### src/stpcr_consts.svh
// Offsets, field positions, reset values of the split/PM capability group
`ifndef STPCR_CONSTS_SVH
`define STPCR_CONSTS_SVH

// ----------------------------------------------------------------------
// Register offsets (byte addresses)
// ----------------------------------------------------------------------
`define STPCR_OFF_UP_SPLIT      12'h088
`define STPCR_OFF_DN_SPLIT      12'h08c
`define STPCR_OFF_PM_CAP        12'h090
`define STPCR_OFF_SPLIT_STAT    12'h080
`define STPCR_OFF_SPLIT_LOAD    12'h07c
`define STPCR_ADDR_W            12

// ----------------------------------------------------------------------
// Split register fields
// ----------------------------------------------------------------------
`define STPCR_SPLIT_CAP_LSB     0
`define STPCR_SPLIT_LIM_LSB     16
`define STPCR_SPLIT_CAP_VAL     16'h0010
`define STPCR_SPLIT_LIM_RST     16'h0010
`define STPCR_SPLIT_NO_LIMIT    16'hffff

// ----------------------------------------------------------------------
// Power management capability header fields
// ----------------------------------------------------------------------
`define STPCR_PM_ID_LSB         0
`define STPCR_PM_NXT_LSB        8
`define STPCR_PM_VER_LSB        16
`define STPCR_PM_CLK_BIT        19
`define STPCR_PM_RSV_BIT        20
`define STPCR_PM_DSI_BIT        21
`define STPCR_PM_AUX_LSB        22
`define STPCR_PM_D1_BIT         25
`define STPCR_PM_D2_BIT         26
`define STPCR_PM_EVT_LSB        27
`define STPCR_PM_ID_VAL         8'h01
`define STPCR_PM_NXT_VAL        8'ha8
`define STPCR_PM_VER_VAL        3'h2
`define STPCR_PM_CLK_VAL        1'h0
`define STPCR_PM_DSI_VAL        1'h0
`define STPCR_PM_AUX_VAL        3'h0
`define STPCR_PM_D1_VAL         1'h0
`define STPCR_PM_D2_VAL         1'h0
`define STPCR_PM_EVT_VAL        5'h19

// ----------------------------------------------------------------------
// Own status register fields
// ----------------------------------------------------------------------
`define STPCR_STAT_UP_BIT       0
`define STPCR_STAT_DN_BIT       1
`define STPCR_LOAD_UP_LSB       0
`define STPCR_LOAD_DN_LSB       16

`endif

### src/stpcr_pkg.sv
// Types shared by the split/PM capability register group
package stpcr_pkg;

    // Split request offered for forwarding, or completion space released
    typedef struct packed {
        logic        valid;
        logic [15:0] size;
    } stpcr_split_t;

    // Direction index of the two split paths
    typedef enum logic {
        STPCR_DIR_UP,
        STPCR_DIR_DN
    } stpcr_dir_t;

endpackage : stpcr_pkg

### src/stpcr_regs.sv
// Split transaction and power management capability registers over APB
`timescale 1ns/10ps
`include "stpcr_consts.svh"

module stpcr_regs
    import stpcr_pkg::*;
(
    input  wire logic                     ref_clk,
    input  wire logic                     rst_b,
    input  wire logic                     psel,
    input  wire logic                     penable,
    input  wire logic                     pwrite,
    input  wire logic [`STPCR_ADDR_W-1:0] paddr,
    input  wire logic [31:0]              pwdata,
    input  wire logic [3:0]               pstrb,
    output logic [31:0]                   prdata,
    output logic                          pready,
    output logic                          pslverr,
    input  stpcr_split_t                  up_req,
    input  stpcr_split_t                  up_cpl,
    output logic                          up_fwd,
    input  stpcr_split_t                  dn_req,
    input  stpcr_split_t                  dn_cpl,
    output logic                          dn_fwd
);

    // ------------------------------------------------------------------
    // Bus phase decode
    // ------------------------------------------------------------------
    logic setup_ph;
    logic access_ph;
    logic wr_take;
    logic hit_up;
    logic hit_dn;
    logic hit_pm;
    logic hit_stat;
    logic hit_load;
    logic mapped;

    always_comb begin
        setup_ph  = psel && !penable;
        access_ph = psel && penable;
        wr_take   = access_ph && pwrite;
        hit_up    = (paddr == `STPCR_OFF_UP_SPLIT);
        hit_dn    = (paddr == `STPCR_OFF_DN_SPLIT);
        hit_pm    = (paddr == `STPCR_OFF_PM_CAP);
        hit_stat  = (paddr == `STPCR_OFF_SPLIT_STAT);
        hit_load  = (paddr == `STPCR_OFF_SPLIT_LOAD);
        mapped    = hit_up || hit_dn || hit_pm || hit_stat || hit_load;
    end

    // Read data is captured in setup, so every access is zero-wait
    assign pready = 1'b1;

    // ------------------------------------------------------------------
    // Commitment limits
    // ------------------------------------------------------------------
    logic [15:0] up_lim_ff;
    logic [15:0] dn_lim_ff;
    logic [15:0] nxt_up_lim;
    logic [15:0] nxt_dn_lim;

    always_comb begin
        nxt_up_lim = up_lim_ff;
        nxt_dn_lim = dn_lim_ff;
        // Only the upper half of each split word takes write data
        if (wr_take && hit_up) begin
            if (pstrb[2]) begin
                nxt_up_lim[7:0] = pwdata[23:16];
            end
            if (pstrb[3]) begin
                nxt_up_lim[15:8] = pwdata[31:24];
            end
        end
        if (wr_take && hit_dn) begin
            if (pstrb[2]) begin
                nxt_dn_lim[7:0] = pwdata[23:16];
            end
            if (pstrb[3]) begin
                nxt_dn_lim[15:8] = pwdata[31:24];
            end
        end
    end

    always_ff @(posedge ref_clk or negedge rst_b) begin
        if (!rst_b) begin
            up_lim_ff <= `STPCR_SPLIT_LIM_RST;
            dn_lim_ff <= `STPCR_SPLIT_LIM_RST;
        end else begin
            up_lim_ff <= nxt_up_lim;
            dn_lim_ff <= nxt_dn_lim;
        end
    end

    // ------------------------------------------------------------------
    // Per-direction limit checks
    // ------------------------------------------------------------------
    logic [1:0]         fwd_vec;
    logic [1:0]         dly_vec;
    logic [1:0][15:0]   load_vec;
    logic [1:0][15:0]   lim_vec;
    stpcr_split_t [1:0] req_vec;
    stpcr_split_t [1:0] cpl_vec;

    always_comb begin
        lim_vec[STPCR_DIR_UP] = up_lim_ff;
        lim_vec[STPCR_DIR_DN] = dn_lim_ff;
        req_vec[STPCR_DIR_UP] = up_req;
        req_vec[STPCR_DIR_DN] = dn_req;
        cpl_vec[STPCR_DIR_UP] = up_cpl;
        cpl_vec[STPCR_DIR_DN] = dn_cpl;
    end

    genvar gi;
    generate
        for (gi = 0; gi < 2; gi++) begin : g_dir
            stpcr_limit_chk u_chk (
                .ref_clk (ref_clk),
                .rst_b   (rst_b),
                .limit   (lim_vec[gi]),
                .req     (req_vec[gi]),
                .cpl     (cpl_vec[gi]),
                .fwd     (fwd_vec[gi]),
                .delayed (dly_vec[gi]),
                .load    (load_vec[gi])
            );
        end
    endgenerate

    // Held requests simply see no forward strobe until room frees up
    assign up_fwd = fwd_vec[STPCR_DIR_UP];
    assign dn_fwd = fwd_vec[STPCR_DIR_DN];

    // ------------------------------------------------------------------
    // Split-request-delayed flags
    // ------------------------------------------------------------------
    logic [1:0] dly_ff;
    logic [1:0] nxt_dly;
    logic [1:0] dly_clr;

    always_comb begin
        dly_clr = 2'h0;
        if (wr_take && hit_stat) begin
            if (pstrb[0]) begin
                dly_clr[0] = pwdata[`STPCR_STAT_UP_BIT];
                dly_clr[1] = pwdata[`STPCR_STAT_DN_BIT];
            end
        end
        // A new delay in the clearing cycle keeps the flag set
        nxt_dly = (dly_ff & ~dly_clr) | dly_vec;
    end

    always_ff @(posedge ref_clk or negedge rst_b) begin
        if (!rst_b) begin
            dly_ff <= 2'h0;
        end else begin
            dly_ff <= nxt_dly;
        end
    end

    // ------------------------------------------------------------------
    // Read words
    // ------------------------------------------------------------------
    logic [31:0] up_word;
    logic [31:0] dn_word;
    logic [31:0] pm_word;
    logic [31:0] stat_word;
    logic [31:0] load_word;

    always_comb begin
        up_word = 32'h0;
        up_word[`STPCR_SPLIT_CAP_LSB +: 16] = `STPCR_SPLIT_CAP_VAL;
        up_word[`STPCR_SPLIT_LIM_LSB +: 16] = up_lim_ff;

        dn_word = 32'h0;
        dn_word[`STPCR_SPLIT_CAP_LSB +: 16] = `STPCR_SPLIT_CAP_VAL;
        dn_word[`STPCR_SPLIT_LIM_LSB +: 16] = dn_lim_ff;

        // Every field is a constant: no storage, so writes cannot land
        pm_word = 32'h0;
        pm_word[`STPCR_PM_ID_LSB  +: 8] = `STPCR_PM_ID_VAL;
        pm_word[`STPCR_PM_NXT_LSB +: 8] = `STPCR_PM_NXT_VAL;
        pm_word[`STPCR_PM_VER_LSB +: 3] = `STPCR_PM_VER_VAL;
        pm_word[`STPCR_PM_CLK_BIT]      = `STPCR_PM_CLK_VAL;
        pm_word[`STPCR_PM_RSV_BIT]      = 1'b0;
        pm_word[`STPCR_PM_DSI_BIT]      = `STPCR_PM_DSI_VAL;
        // Aux current encoding is not modelled; reads as zero
        pm_word[`STPCR_PM_AUX_LSB +: 3] = `STPCR_PM_AUX_VAL;
        pm_word[`STPCR_PM_D1_BIT]       = `STPCR_PM_D1_VAL;
        pm_word[`STPCR_PM_D2_BIT]       = `STPCR_PM_D2_VAL;
        pm_word[`STPCR_PM_EVT_LSB +: 5] = `STPCR_PM_EVT_VAL;

        stat_word = 32'h0;
        stat_word[`STPCR_STAT_UP_BIT] = dly_ff[STPCR_DIR_UP];
        stat_word[`STPCR_STAT_DN_BIT] = dly_ff[STPCR_DIR_DN];

        load_word = 32'h0;
        load_word[`STPCR_LOAD_UP_LSB +: 16] = load_vec[STPCR_DIR_UP];
        load_word[`STPCR_LOAD_DN_LSB +: 16] = load_vec[STPCR_DIR_DN];
    end

    // ------------------------------------------------------------------
    // Read data and error response
    // ------------------------------------------------------------------
    logic [31:0] rdata_ff;
    logic [31:0] nxt_rdata;
    logic        err_ff;
    logic        nxt_err;

    always_comb begin
        nxt_rdata = rdata_ff;
        nxt_err   = err_ff;
        if (setup_ph) begin
            nxt_err = !mapped;
            if (pwrite) begin
                nxt_rdata = 32'h0;
            end else if (hit_up) begin
                nxt_rdata = up_word;
            end else if (hit_dn) begin
                nxt_rdata = dn_word;
            end else if (hit_pm) begin
                nxt_rdata = pm_word;
            end else if (hit_stat) begin
                nxt_rdata = stat_word;
            end else if (hit_load) begin
                nxt_rdata = load_word;
            end else begin
                nxt_rdata = 32'h0;
            end
        end else if (!psel) begin
            nxt_err = 1'b0;
        end
    end

    always_ff @(posedge ref_clk or negedge rst_b) begin
        if (!rst_b) begin
            rdata_ff <= 32'h0;
            err_ff   <= 1'b0;
        end else begin
            rdata_ff <= nxt_rdata;
            err_ff   <= nxt_err;
        end
    end

    assign prdata  = rdata_ff;
    assign pslverr = err_ff && access_ph;

endmodule : stpcr_regs

### src/stpcr_limit_chk.sv
// Commitment limit check and outstanding ADQ accounting for one direction
`timescale 1ns/10ps
`include "stpcr_consts.svh"

module stpcr_limit_chk
    import stpcr_pkg::*;
(
    input  wire logic         ref_clk,
    input  wire logic         rst_b,
    input  wire logic [15:0]  limit,
    input  stpcr_split_t      req,
    input  stpcr_split_t      cpl,
    output logic              fwd,
    output logic              delayed,
    output logic [15:0]       load
);

    logic [15:0] load_ff;
    logic [15:0] nxt_load;
    logic [16:0] want;
    logic [16:0] sum;
    logic        no_limit;
    logic        fits;

    always_comb begin
        no_limit = (limit == `STPCR_SPLIT_NO_LIMIT);
        want     = {1'b0, load_ff} + {1'b0, req.size};
        fits     = no_limit || (want <= {1'b0, limit});
        fwd      = req.valid && fits;
        delayed  = req.valid && !fits;
        sum      = {1'b0, load_ff};
        if (fwd) begin
            sum = want;
        end
        if (cpl.valid) begin
            sum = (sum > {1'b0, cpl.size}) ? sum - {1'b0, cpl.size} : 17'h0;
        end
        // Saturate: an unlimited path may commit more than 16 bits count
        nxt_load = sum[16] ? 16'hffff : sum[15:0];
    end

    always_ff @(posedge ref_clk or negedge rst_b) begin
        if (!rst_b) begin
            load_ff <= 16'h0;
        end else begin
            load_ff <= nxt_load;
        end
    end

    assign load = load_ff;

endmodule : stpcr_limit_chk

### config.mk
export PLATFORM = sky130hd
export DESIGN_NAME = stpcr_regs
export DESIGN_NICKNAME = d
export VERILOG_FILES = /design/src/stpcr_pkg.sv /design/src/stpcr_regs.sv /design/src/stpcr_limit_chk.sv
export VERILOG_INCLUDE_DIRS = /design/src /design/src/src
export SDC_FILE = /design/constraint.sdc
export NUM_CORES = 1
export LEC_CHECK = 0
export ABC_AREA = 1
export BUFFER_PORTS_ARGS = -buffer_cell sky130_fd_sc_hd__buf_2
export CAP_MARGIN = 5
export CORE_ASPECT_RATIO = 0.8
export CORE_MARGIN = 2
export CORE_UTILIZATION = 50
export DETAILED_ROUTE_END_ITERATION = 6
export PLACE_DENSITY_LB_ADDON = 0.05
export SYNTH_ARGS = -nofsm -noshare
export SYNTH_HDL_FRONTEND = slang
export SYNTH_HIERARCHICAL = 1
export SYNTH_SLANG_ARGS = --single-unit
### constraint.sdc
create_clock -name ref_clk -period 5.1 [get_ports ref_clk]
set_input_delay 1.02 -clock ref_clk [delete_from_list [all_inputs] [get_ports ref_clk]]
set_output_delay 1.02 -clock ref_clk [all_outputs]
set_load 0.02 [all_outputs]
==> results of run 1 <==
[registers in the layout (all words and copies together), names as in the netlist]
register and cells:
dly_ff 2, dn_lim_ff 16, prdata 32, err_ff 1
g_dir.u_chk/load 32, up_lim_ff 16
[synthesized netlist by cell type, drive strengths merged]
cell type	instances
a211oi	4
o2111ai	2
o211ai	1
and2	27
nor3	12
xor2	29
clkbuf	8
or2	16
nor2	66
dfstp	2
xnor2	19
dfrtp	97
nand2	367
o21a	4
nand3	172
nor3b	1
ha	96
o21bai	3
a21o	6
fa	4
a21oi	68
o21ai	62
nand4	28
and3	2
conb	1
nor4	5
inv	201
a21boi	1
nand3b	24
a31o	1
buf	27
a31oi	6
clkinv	3
[kinds of logic (layout without fill, tap and decap cells)]
kind of cell | Yosys count | after routing | synth area share (%)
AND/OR/NAND/NOR | 720 | 724 | 36.6
buffers and inverters | 239 | 652 | 10.7
AO/OA/AOI/OAI | 158 | 158 | 10.2
adder cells (fa/ha/maj) | 100 | 100 | 13.0
flip-flops | 99 | 99 | 25.2
XOR/XNOR | 48 | 48 | 4.28
other | 1 | 1 | 0.0382
[final cells by class]
type	instances	area, um2
clock buffers	10	229
repair buffers	432	2980
clock inverters	6	72.6
multi-input cells	1031	7500
flip-flops and latches	99	2480
well taps	258	323
fillers	1494	4790
inverters	204	773
[metal layers]
metal	global-route usage, %	wire, um	vias up
li1	-	-	5293
met1	48.9	16200	4939
met2	46.5	13500	409
met3	6.08	2770	35
met4	5.93	469	0
met5	0	0	-
[worst min-delay path: cells and delay by family (launching register included)]
| family | cells | cell delay, ns |
|---|---|---|
| simple gates | 2 | 0.10 |
| flops | 1 | 0.34 |
[metrics by stage]
step	TNS [ns]	total power (W)	hold slack [ns]	util, %	setup slack [ns]
2_1_floorplan	-11.93	0.00557	0.454	-	-0.430
3_3_place_gp	-29.40	0.00844	0.459	64.8	-0.966
3_5_place_dp	-32.05	0.00857	0.462	64.8	-1.02
4_1_cts	-9.01	0.0109	0.481	72.4	-0.370
5_1_grt	-21.33	0.0128	0.505	75.0	-0.688
6_report	-12.56	0.0119	0.473	75.0	-0.440
[power breakdown]
part | total (W) | switching (W) | internal [W]
Clock | 0.000726 | 0.000338 | 0.000388
Sequential | 0.00108 | 0.000141 | 0.000939
Combinational | 0.0101 | 0.00502 | 0.00508
Total | 0.0119 | 0.00550 | 0.00641
[repair_timing]
action	CTS	global route
cloned	4	0
gates resized for setup	114	83
hold buffers	0	0
buffers inserted	71	6
pin swaps	84	36
setup endpoints to repair	34	34
[how the worst max path moves through the flow]
stage               slack (ns)  startpoint                 endpoint  depth (start not counted)
floorplan                -0.43   dn_req[0]  g_dir[1].u_chk/load[10]                         37
CTS                      -0.37   dn_req[0]   g_dir[1].u_chk/load[1]                         34
global route             -0.69   up_req[0]   g_dir[0].u_chk/load[1]                         35
finish                   -0.44   up_req[0]   g_dir[0].u_chk/load[1]                         36
global placement         -0.97   up_req[0]  g_dir[0].u_chk/load[11]                         37
detailed placement       -1.02   dn_req[0]   g_dir[1].u_chk/load[1]                         36
==> out/results.tsv, run 1 <==
metric	value	unit
outcome	complete, but fails checks	
violations	negative setup slack	
h-tree-depth	3	
rsz0062_at_grt	true	
place_area	12400	um2
hold_end	prdata[10]	
cp.buffers_inverters	3	
power.density	830	nW/um2
synthCells	1365	
finalSetupViolCount	34	
dieHeight	129	um
worstSetupPathType	in2reg	
ir_drop	0.599	mV
firstDrtPassIters	6	
grt_use_total	31.8	%
r2r_start	g_dir[0].u_chk/load[0]	
grt.overflow.total	0	
worst_pin_slew	1.08	ns
num_rows	45	
final_cells	2040	
fin_skew	0.0126	ns
antenna_found_initial	0	
drt_iter0_drc	905	
final_common_cell	nand2_1	
syn_area	9830	um2
ys_seq_area_share	25.2	%
ys_warn_count	6	
start_kind	input port	
clk_latency	0.36	ns
clkTransAtPathRegs	0.07	ns
initial_utilization	51.3	%
core	19100	um2
max_freq	0.181	GHz
min_path_cells	2	
wl	33.0	mm
die_x	161	um
cts_buffers	9	
crit_path_frequent_cell	nand2_2	
yosysTopAreaCellShare	24.7	%
ios	157	
wire_per_inst	16.2	um
port_buffers	140	
crit_family	simple AND/OR/NAND/NOR gates	
slowest_stage	fa_2	
crit_path_max_fanout	8	
yosys.area.top_type	dfrtp_1	
reg2reg_slack	-0.11	ns
reg2regPathDepth	35	
root_buffer	clkbuf_16	
synth_area_per_cell	7.20	um2
yosysUniqueCellTypes	59	
slew_viol_final	0	
worst_setup_path_end_kind	flip-flop	
cap_violations	0	
viasPerCell	5.23	
ant_nets	0	
r2r_end	g_dir[0].u_chk/load[1]	
cts.sinks	99	
layout_common_cells	317 x nand2_1, 285 x buf_4, 186 x inv_1	
fin_crit	5.54	ns
hpwl	23.8	mm
finalNetCount	1998	
cp.arrival	5.78	ns
stdcell_area	14400	um2
post-route-period-util	109	%
grt_pass1_wl	52.1	mm
cts_buffer_depth	2	
crit_required	5.34	ns
dp.cells	1944	
maxSlewHeadroom	28.3	%
hold_class	reg2reg	
area_growth	46.0	%
yosys-top-cells-area	dfrtp_1 25%, nand2_1 13%, ha_1 12%, inv_1 7.4%, nand3_1 7.2%	
ys_ff_latch	99	
setup_ws	-0.440	ns
place_congestion	0.972	
route.detailed.drc	0	
dieArea	20800	um2
cpPeakStageDelay	0.35	ns
grt_pass1_vias	10076	
hold_path.startpoint	prdata[10]	
leakagePower	7.56	nW
vias	10676	
grt_max_degree	77	
cts_tree	built	
synth.net_count	1586	
finalHoldViolations	0	
diodes	0	
drive_above_1_share	41.4	%
(Power assumes the default switching activity.)
==> run 2: changes to the inputs <==
Settings changed: ABC_AREA 1 to default.
==> run 2 against run 1 <==
  * The flow still finishes with violations (negative setup slack)
  * Non-clock buffer count unchanged
  * Synthesized cell count decreased by 29%
  * Cell area decreased by 5.6%
  * Total power increased by 2.1%
  * Sequential cell count unchanged
  * Maximum frequency decreased by 11%
  * Critical path depth decreased by 9
  * Count of clock-buffer cells in the layout decreased by 1
  * Routed wire length decreased by 4.0%
==> out/results.tsv, run 2 <==
metric	value	unit
vias	9460	
post-route-util	77.5	%
fin_crit	6.22	ns
worstSetupPathType	in2reg	
firstDrtPassIters	5	
finalHoldViolations	0	
outcome	complete, but fails checks	
finalSetupViolCount	34	
cts.sinks	99	
post-route-period-util	122	%
setup_ws	-1.12	ns
drt_iter0_drc	637	
area_growth	51.0	%
ys_ff_latch	99	
ant_nets	0	
clkTransAtPathRegs	0.07	ns
port_buffers	140	
synth.net_count	1191	
drive_above_1_share	48.6	%
stdcell_area	13600	um2
grt_use_total	32.2	%
slew_viol_final	0	
cts_buffers	9	
hold_end	prdata[1]	
num_rows	43	
rsz0062_at_grt	true	
cts_tree	built	
final_common_cell	buf_4	
reg2regPathDepth	26	
dieHeight	124	um
hold_path.startpoint	prdata[1]	
r2r_start	g_dir[1].u_chk/load[0]	
synthArstFlopShare	100	%
crit_required	5.36	ns
maxSlewHeadroom	33.4	%
worst_pin_slew	0.991	ns
ir_drop	0.730	mV
place_congestion	0.912	
wl	31.7	mm
hpwl	23.9	mm
leakagePower	6.44	nW
start_kind	input port	
grt_max_degree	53	
synth_area_per_cell	9.26	um2
yosys.area.top_type	dfrtp_1	
syn_area	8980	um2
max_freq	0.161	GHz
dieArea	19000	um2
clk_latency	0.36	ns
antenna_found_initial	1	
synthCells	970	
cts_buffer_depth	2	
die_x	154	um
grt_pass1_vias	9069	
synth_edf_count	0	
layout_common_cells	271 x buf_4, 136 x buf_2, 97 x dfrtp_1	
grt_pass1_wl	47.7	mm
synth_ff_type	dfrtp_1	
h-tree-depth	3	
finalNetCount	1612	
synth_commonest_cells	97 x dfrtp_1, 96 x ha_1, 93 x inv_1, 73 x a21oi_1, 56 x nor2_1	
yosysUniqueCellTypes	89	
reg2reg_slack	-0.83	ns
initial_utilization	51.3	%
synth_most_common_cell	dfrtp_1	
ys_seq_area_share	27.6	%
crit_path_max_fanout	5	
fin_skew	0.0156	ns
whs	0.479	ns
min_path_cells	2	
hold_class	reg2reg	
route.detailed.drc	0	
wire_per_inst	19.5	um
violations	negative setup slack	
ys_warn_count	6	
fillCellCount	1207	
grt.overflow.total	0	
core	17500	um2
ios	157	
place_area	12000	um2
final_cells	1622	
dp.cells	1554	
cap_violations	0	
viasPerCell	5.83	
yosysTopAreaCellShare	27.0	%
finalPower	0.0122	W
root_buffer	clkbuf_16	
r2r_end	g_dir[1].u_chk/load[9]	
cp.arrival	6.48	ns
yosys-top-cells-area	dfrtp_1 27%, ha_1 13%, mux2_2 5.4%, a21oi_1 4.1%, inv_1 3.9%	
power.density	897	nW/um2
worst_setup_path_end_kind	flip-flop	
run 2: through the flow:
stage          setup slack (ns)  TNS [ns]
6_report                  -1.12    -30.16
3_5_place_dp              -1.53    -43.86
3_3_place_gp              -1.37    -40.50
4_1_cts                  -0.988    -25.81
2_1_floorplan             -1.01    -26.55
5_1_grt                   -1.28    -36.63
run 2: where the power goes:
part           switching [W]  internal (W)  total (W)
logic                0.00497       0.00544     0.0104
clock network       0.000334      0.000343   0.000677
registers           0.000140      0.000938    0.00108
run 2: what timing repair did:
item / in CTS / in global routing
cloned: 3 / 0
gates resized for setup: 110 / 55
hold buffers: 0 / 0
setup endpoints to repair: 34 / 34
pin swaps: 79 / 57
setup buffers: 28 / 22
run 2: critical path: stages:
cell and delay, ns:
buf_6 0.10, ha_4 0.15, fa_2 0.35, a21oi_2 0.19, o2111a_2 0.26, o21ai_4 0.08, a21oi_2 0.14, o21bai_1 0.08
xnor2_1 0.26, ha_1 0.34, a2111oi_4 0.36, o21ai_1 0.12, a211oi_2 0.20, buf_4 0.17, o221ai_4 0.17, buf_6 0.20
mux2_4 0.34, ha_4 0.29, o21a_1 0.18, o31ai_4 0.10, a21oi_2 0.23, o41ai_4 0.09, o31a_1 0.29, a311oi_2 0.34
mux2i_1 0.12, buf_4 0.19, o211ai_1 0.09
run 2: layer usage:
| metal | part of all wire (%) | GRT usage, % | routed length [um] |
|---|---|---|---|
| met1 | 48 | 47.3 | 15100 |
| met2 | 44 | 51.0 | 13900 |
| met3 | 6.2 | 3.90 | 1980 |
| met4 | 2.0 | 8.06 | 641 |
| met5 | 0 | 0 | 0 |
run 2: cells by family (layout without fill, tap and decap cells):
group	after synthesis	after routing	share of synthesized area (%)
other	1	2	0.0418
flip-flops	99	99	27.6
buffers and inverters	118	542	5.30
AO/OA/AOI/OAI	293	294	24.5
XOR/XNOR	53	53	5.38
adder cells (fa/ha/maj)	100	100	14.3
AND/OR/NAND/NOR	240	240	14.4
multiplexers	66	67	8.40
run 2: layout make-up:
class | count | area (um2) | share of cell area (%)
multi-input combinational | 755 | 7110 | 52.5
tap | 225 | 282 | 2.08
sequential | 99 | 2480 | 18.3
antenna | 1 | 2.50 | 0.0185
inverter | 94 | 360 | 2.66
clock buffer | 9 | 225 | 1.66
timing repair buffer | 432 | 3030 | 22.3
clock inverter | 7 | 68.8 | 0.508
run 2: worst max-delay path by stage:
stage / slack (ns) / from / cells past startpoint / endpoint
CTS: -0.99 / dn_req[0] / 25 / g_dir[1].u_chk/load[12]
finish: -1.12 / dn_req[0] / 27 / g_dir[1].u_chk/load[9]
detailed placement: -1.53 / dn_req[12] / 24 / g_dir[1].u_chk/load[12]
global placement: -1.37 / dn_req[12] / 23 / g_dir[1].u_chk/load[11]
global route: -1.28 / dn_req[0] / 27 / g_dir[1].u_chk/load[9]
floorplan: -1.01 / dn_req[0] / 27 / g_dir[1].u_chk/load[13]
==> run 3: changes to the inputs <==
Clock period 5.1 ns to 7.6 ns, I/O delays scaled along.
==> run 3 against run 2 <==
  * The run now ends clean
  * Cell area is 23% lower
  * Critical path depth is 1 lower
  * Final cell count is 16% lower
  * Global-route usage is 5.3 points lower
  * Clock power is 33% lower
  * Combinational power is 61% lower
  * Worst setup slack better by 1.5 ns
  * Register-to-register slack better by 2.0 ns
  * Routed wire length is 20% lower
  * Die area stayed put
  * Count of clock-buffer cells in the layout stayed put
  * Total power is 56% lower
  * Critical endpoint is now g_dir[1].u_chk/load[5]
==> out/results.tsv, run 3 (synthesis results as in run 2) <==
metric	value	unit
outcome	finished clean	
power.density	511	nW/um2
post-route-util	59.4	%
worst_setup_path_end_kind	flip-flop	
use_met3	4.11	%
cts_buffers	9	
hold_path.startpoint	prdata[13]	
dieHeight	124	um
grt_busiest_layer	met1	
firstDrtPassIters	6	
r2r_start	g_dir[1].u_chk/load[0]	
crit_path_max_fanout	13	
fin_crit	7.20	ns
cts_tree	built	
maxSlewHeadroom	29.5	%
grt_use_met2	38.6	%
reg2regPathDepth	25	
num_rows	43	
finalHoldViolations	0	
start_kind	input port	
r2r_end	g_dir[1].u_chk/load[5]	
route.detailed.drc	0	
ant_nets	0	
cap_violations	0	
finalNetCount	1348	
area_growth	15.7	%
viasPerCell	5.84	
ios	157	
h-tree-depth	3	
stdcell_area	10400	um2
rsz0062_at_grt	false	
wire_per_inst	18.6	um
crit_required	7.84	ns
grt_pass1_vias	7336	
slew_viol_final	0	
fillCellCount	1606	
critPathLaunch	dn_req[0]	
root_buffer	clkbuf_16	
layout_common_cells	139 x buf_2, 97 x dfrtp_1, 96 x ha_1	
reg2reg_slack	1.19	ns
cts.sinks	99	
fin_skew	0.0177	ns
worst_pin_slew	1.05	ns
dp.cells	1338	
wl	25.2	mm
clkTransAtPathRegs	0.07	ns
grt_max_degree	76	
die_x	154	um
grt_use_total	26.9	%
cp.arrival	7.44	ns
drive_above_1_share	24.6	%
place_area	10100	um2
min_path_cells	2	
final_common_cell	buf_2	
gr-usage-met1	42.4	%
hold_end	prdata[13]	
max_freq	0.139	GHz
cpPeakStageDelay	0.45	ns
grt.overflow.total	0	
port_buffers	140	
grt_pass1_wl	39.7	mm
crit_path_frequent_cell	a21oi_1	
cts_buffer_depth	2	
final_cells	1357	
post-route-period-util	94.8	%
initial_utilization	51.3	%
core	17500	um2
vias	7919	
worstSetupPathType	in2reg	
antenna_found_initial	0	
hpwl	20.6	mm
leakagePower	5.00	nW
finalSetupViolCount	0	
dieArea	19000	um2
ir_drop	0.363	mV
drt_iter0_drc	517	
slowest_stage	fa_1	
clk_latency	0.36	ns
ctsHoldBuffers	0	
place_congestion	0.891	
diodes	0	
fin_setup_tns	0	ns
hold_class	reg2reg	
## run 3: cell types whose count changed in the layout (fill, tap and decap cells not counted), moves of 7 or more
cell | before | now
buf_4 | 271 | 30
ha_1 | 60 | 96
ha_4 | 32 | 0
a21oi_1 | 52 | 73
buf_6 | 21 | 0
a21oi_2 | 19 | 2
mux2_4 | 15 | 8
nor2_1 | 49 | 56
o221ai_1 | 1 | 8
o221ai_2 | 7 | 0
## run 3: final cells by class
type,instances,area [um2],area share (%)
multi-input combinational,753,6030,58.1
clock inverter,7,71.3,0.687
sequential,99,2480,23.9
timing repair buffer,170,941,9.06
inverter,94,353,3.40
clock buffer,9,225,2.17
tap,225,282,2.71
## run 3: worst max-delay path by stage
stage	to	slack (ns)	depth (start not counted)
after floorplan	g_dir[1].u_chk/load[13]	0.56	27
after global placement	g_dir[1].u_chk/load[4]	0.05	25
after detailed placement	g_dir[1].u_chk/load[3]	-0.03	25
after CTS	g_dir[1].u_chk/load[3]	0.32	25
after global routing	g_dir[1].u_chk/load[1]	0.008	26
final	g_dir[1].u_chk/load[5]	0.40	26
## run 3: per-layer routing
layer,vias up,routed length (um)
li1,3953,-
met1,3680,13300
met2,267,9860
met3,19,1790
met4,0,290
met5,-,0
## run 3: where the power goes
| group | leakage, nW | total [W] | internal, W | switching [W] |
|---|---|---|---|---|
| clock | 0.138 | 0.000456 | 0.000231 | 0.000225 |
| sequential | 1.31 | 0.000760 | 0.000629 | 0.000131 |
| combinational | 3.56 | 0.00409 | 0.00182 | 0.00227 |
## run 3: critical path, delay by kind of cell
family,cells,cell delay [ns]
AOI/OAI and AO/OA,13,2.58
adders and majority gates,5,1.64
and+or+nand+nor,5,1.03
muxes,1,0.40
xor gates and xnor gates,1,0.17
buffers and inverters,1,0.10
## run 3: through the flow
step / setup WS [ns] / total power [W] / hold slack, ns
after floorplan: 0.564 / 0.00372 / 0.449
after global placement: 0.0486 / 0.00473 / 0.462
after detailed placement: -0.0267 / 0.00477 / 0.469
after CTS: 0.316 / 0.00525 / 0.483
after global routing: 0.00817 / 0.00580 / 0.496
final: 0.396 / 0.00531 / 0.480
## run 3: repair_timing
| item | in CTS | in global routing |
|---|---|---|
| hold endpoints to repair | 0 | 0 |
| endpoints found under the setup margin | 0 | 16 |
| buffers inserted | 0 | 3 |
| gates resized for setup | 0 | 1 |
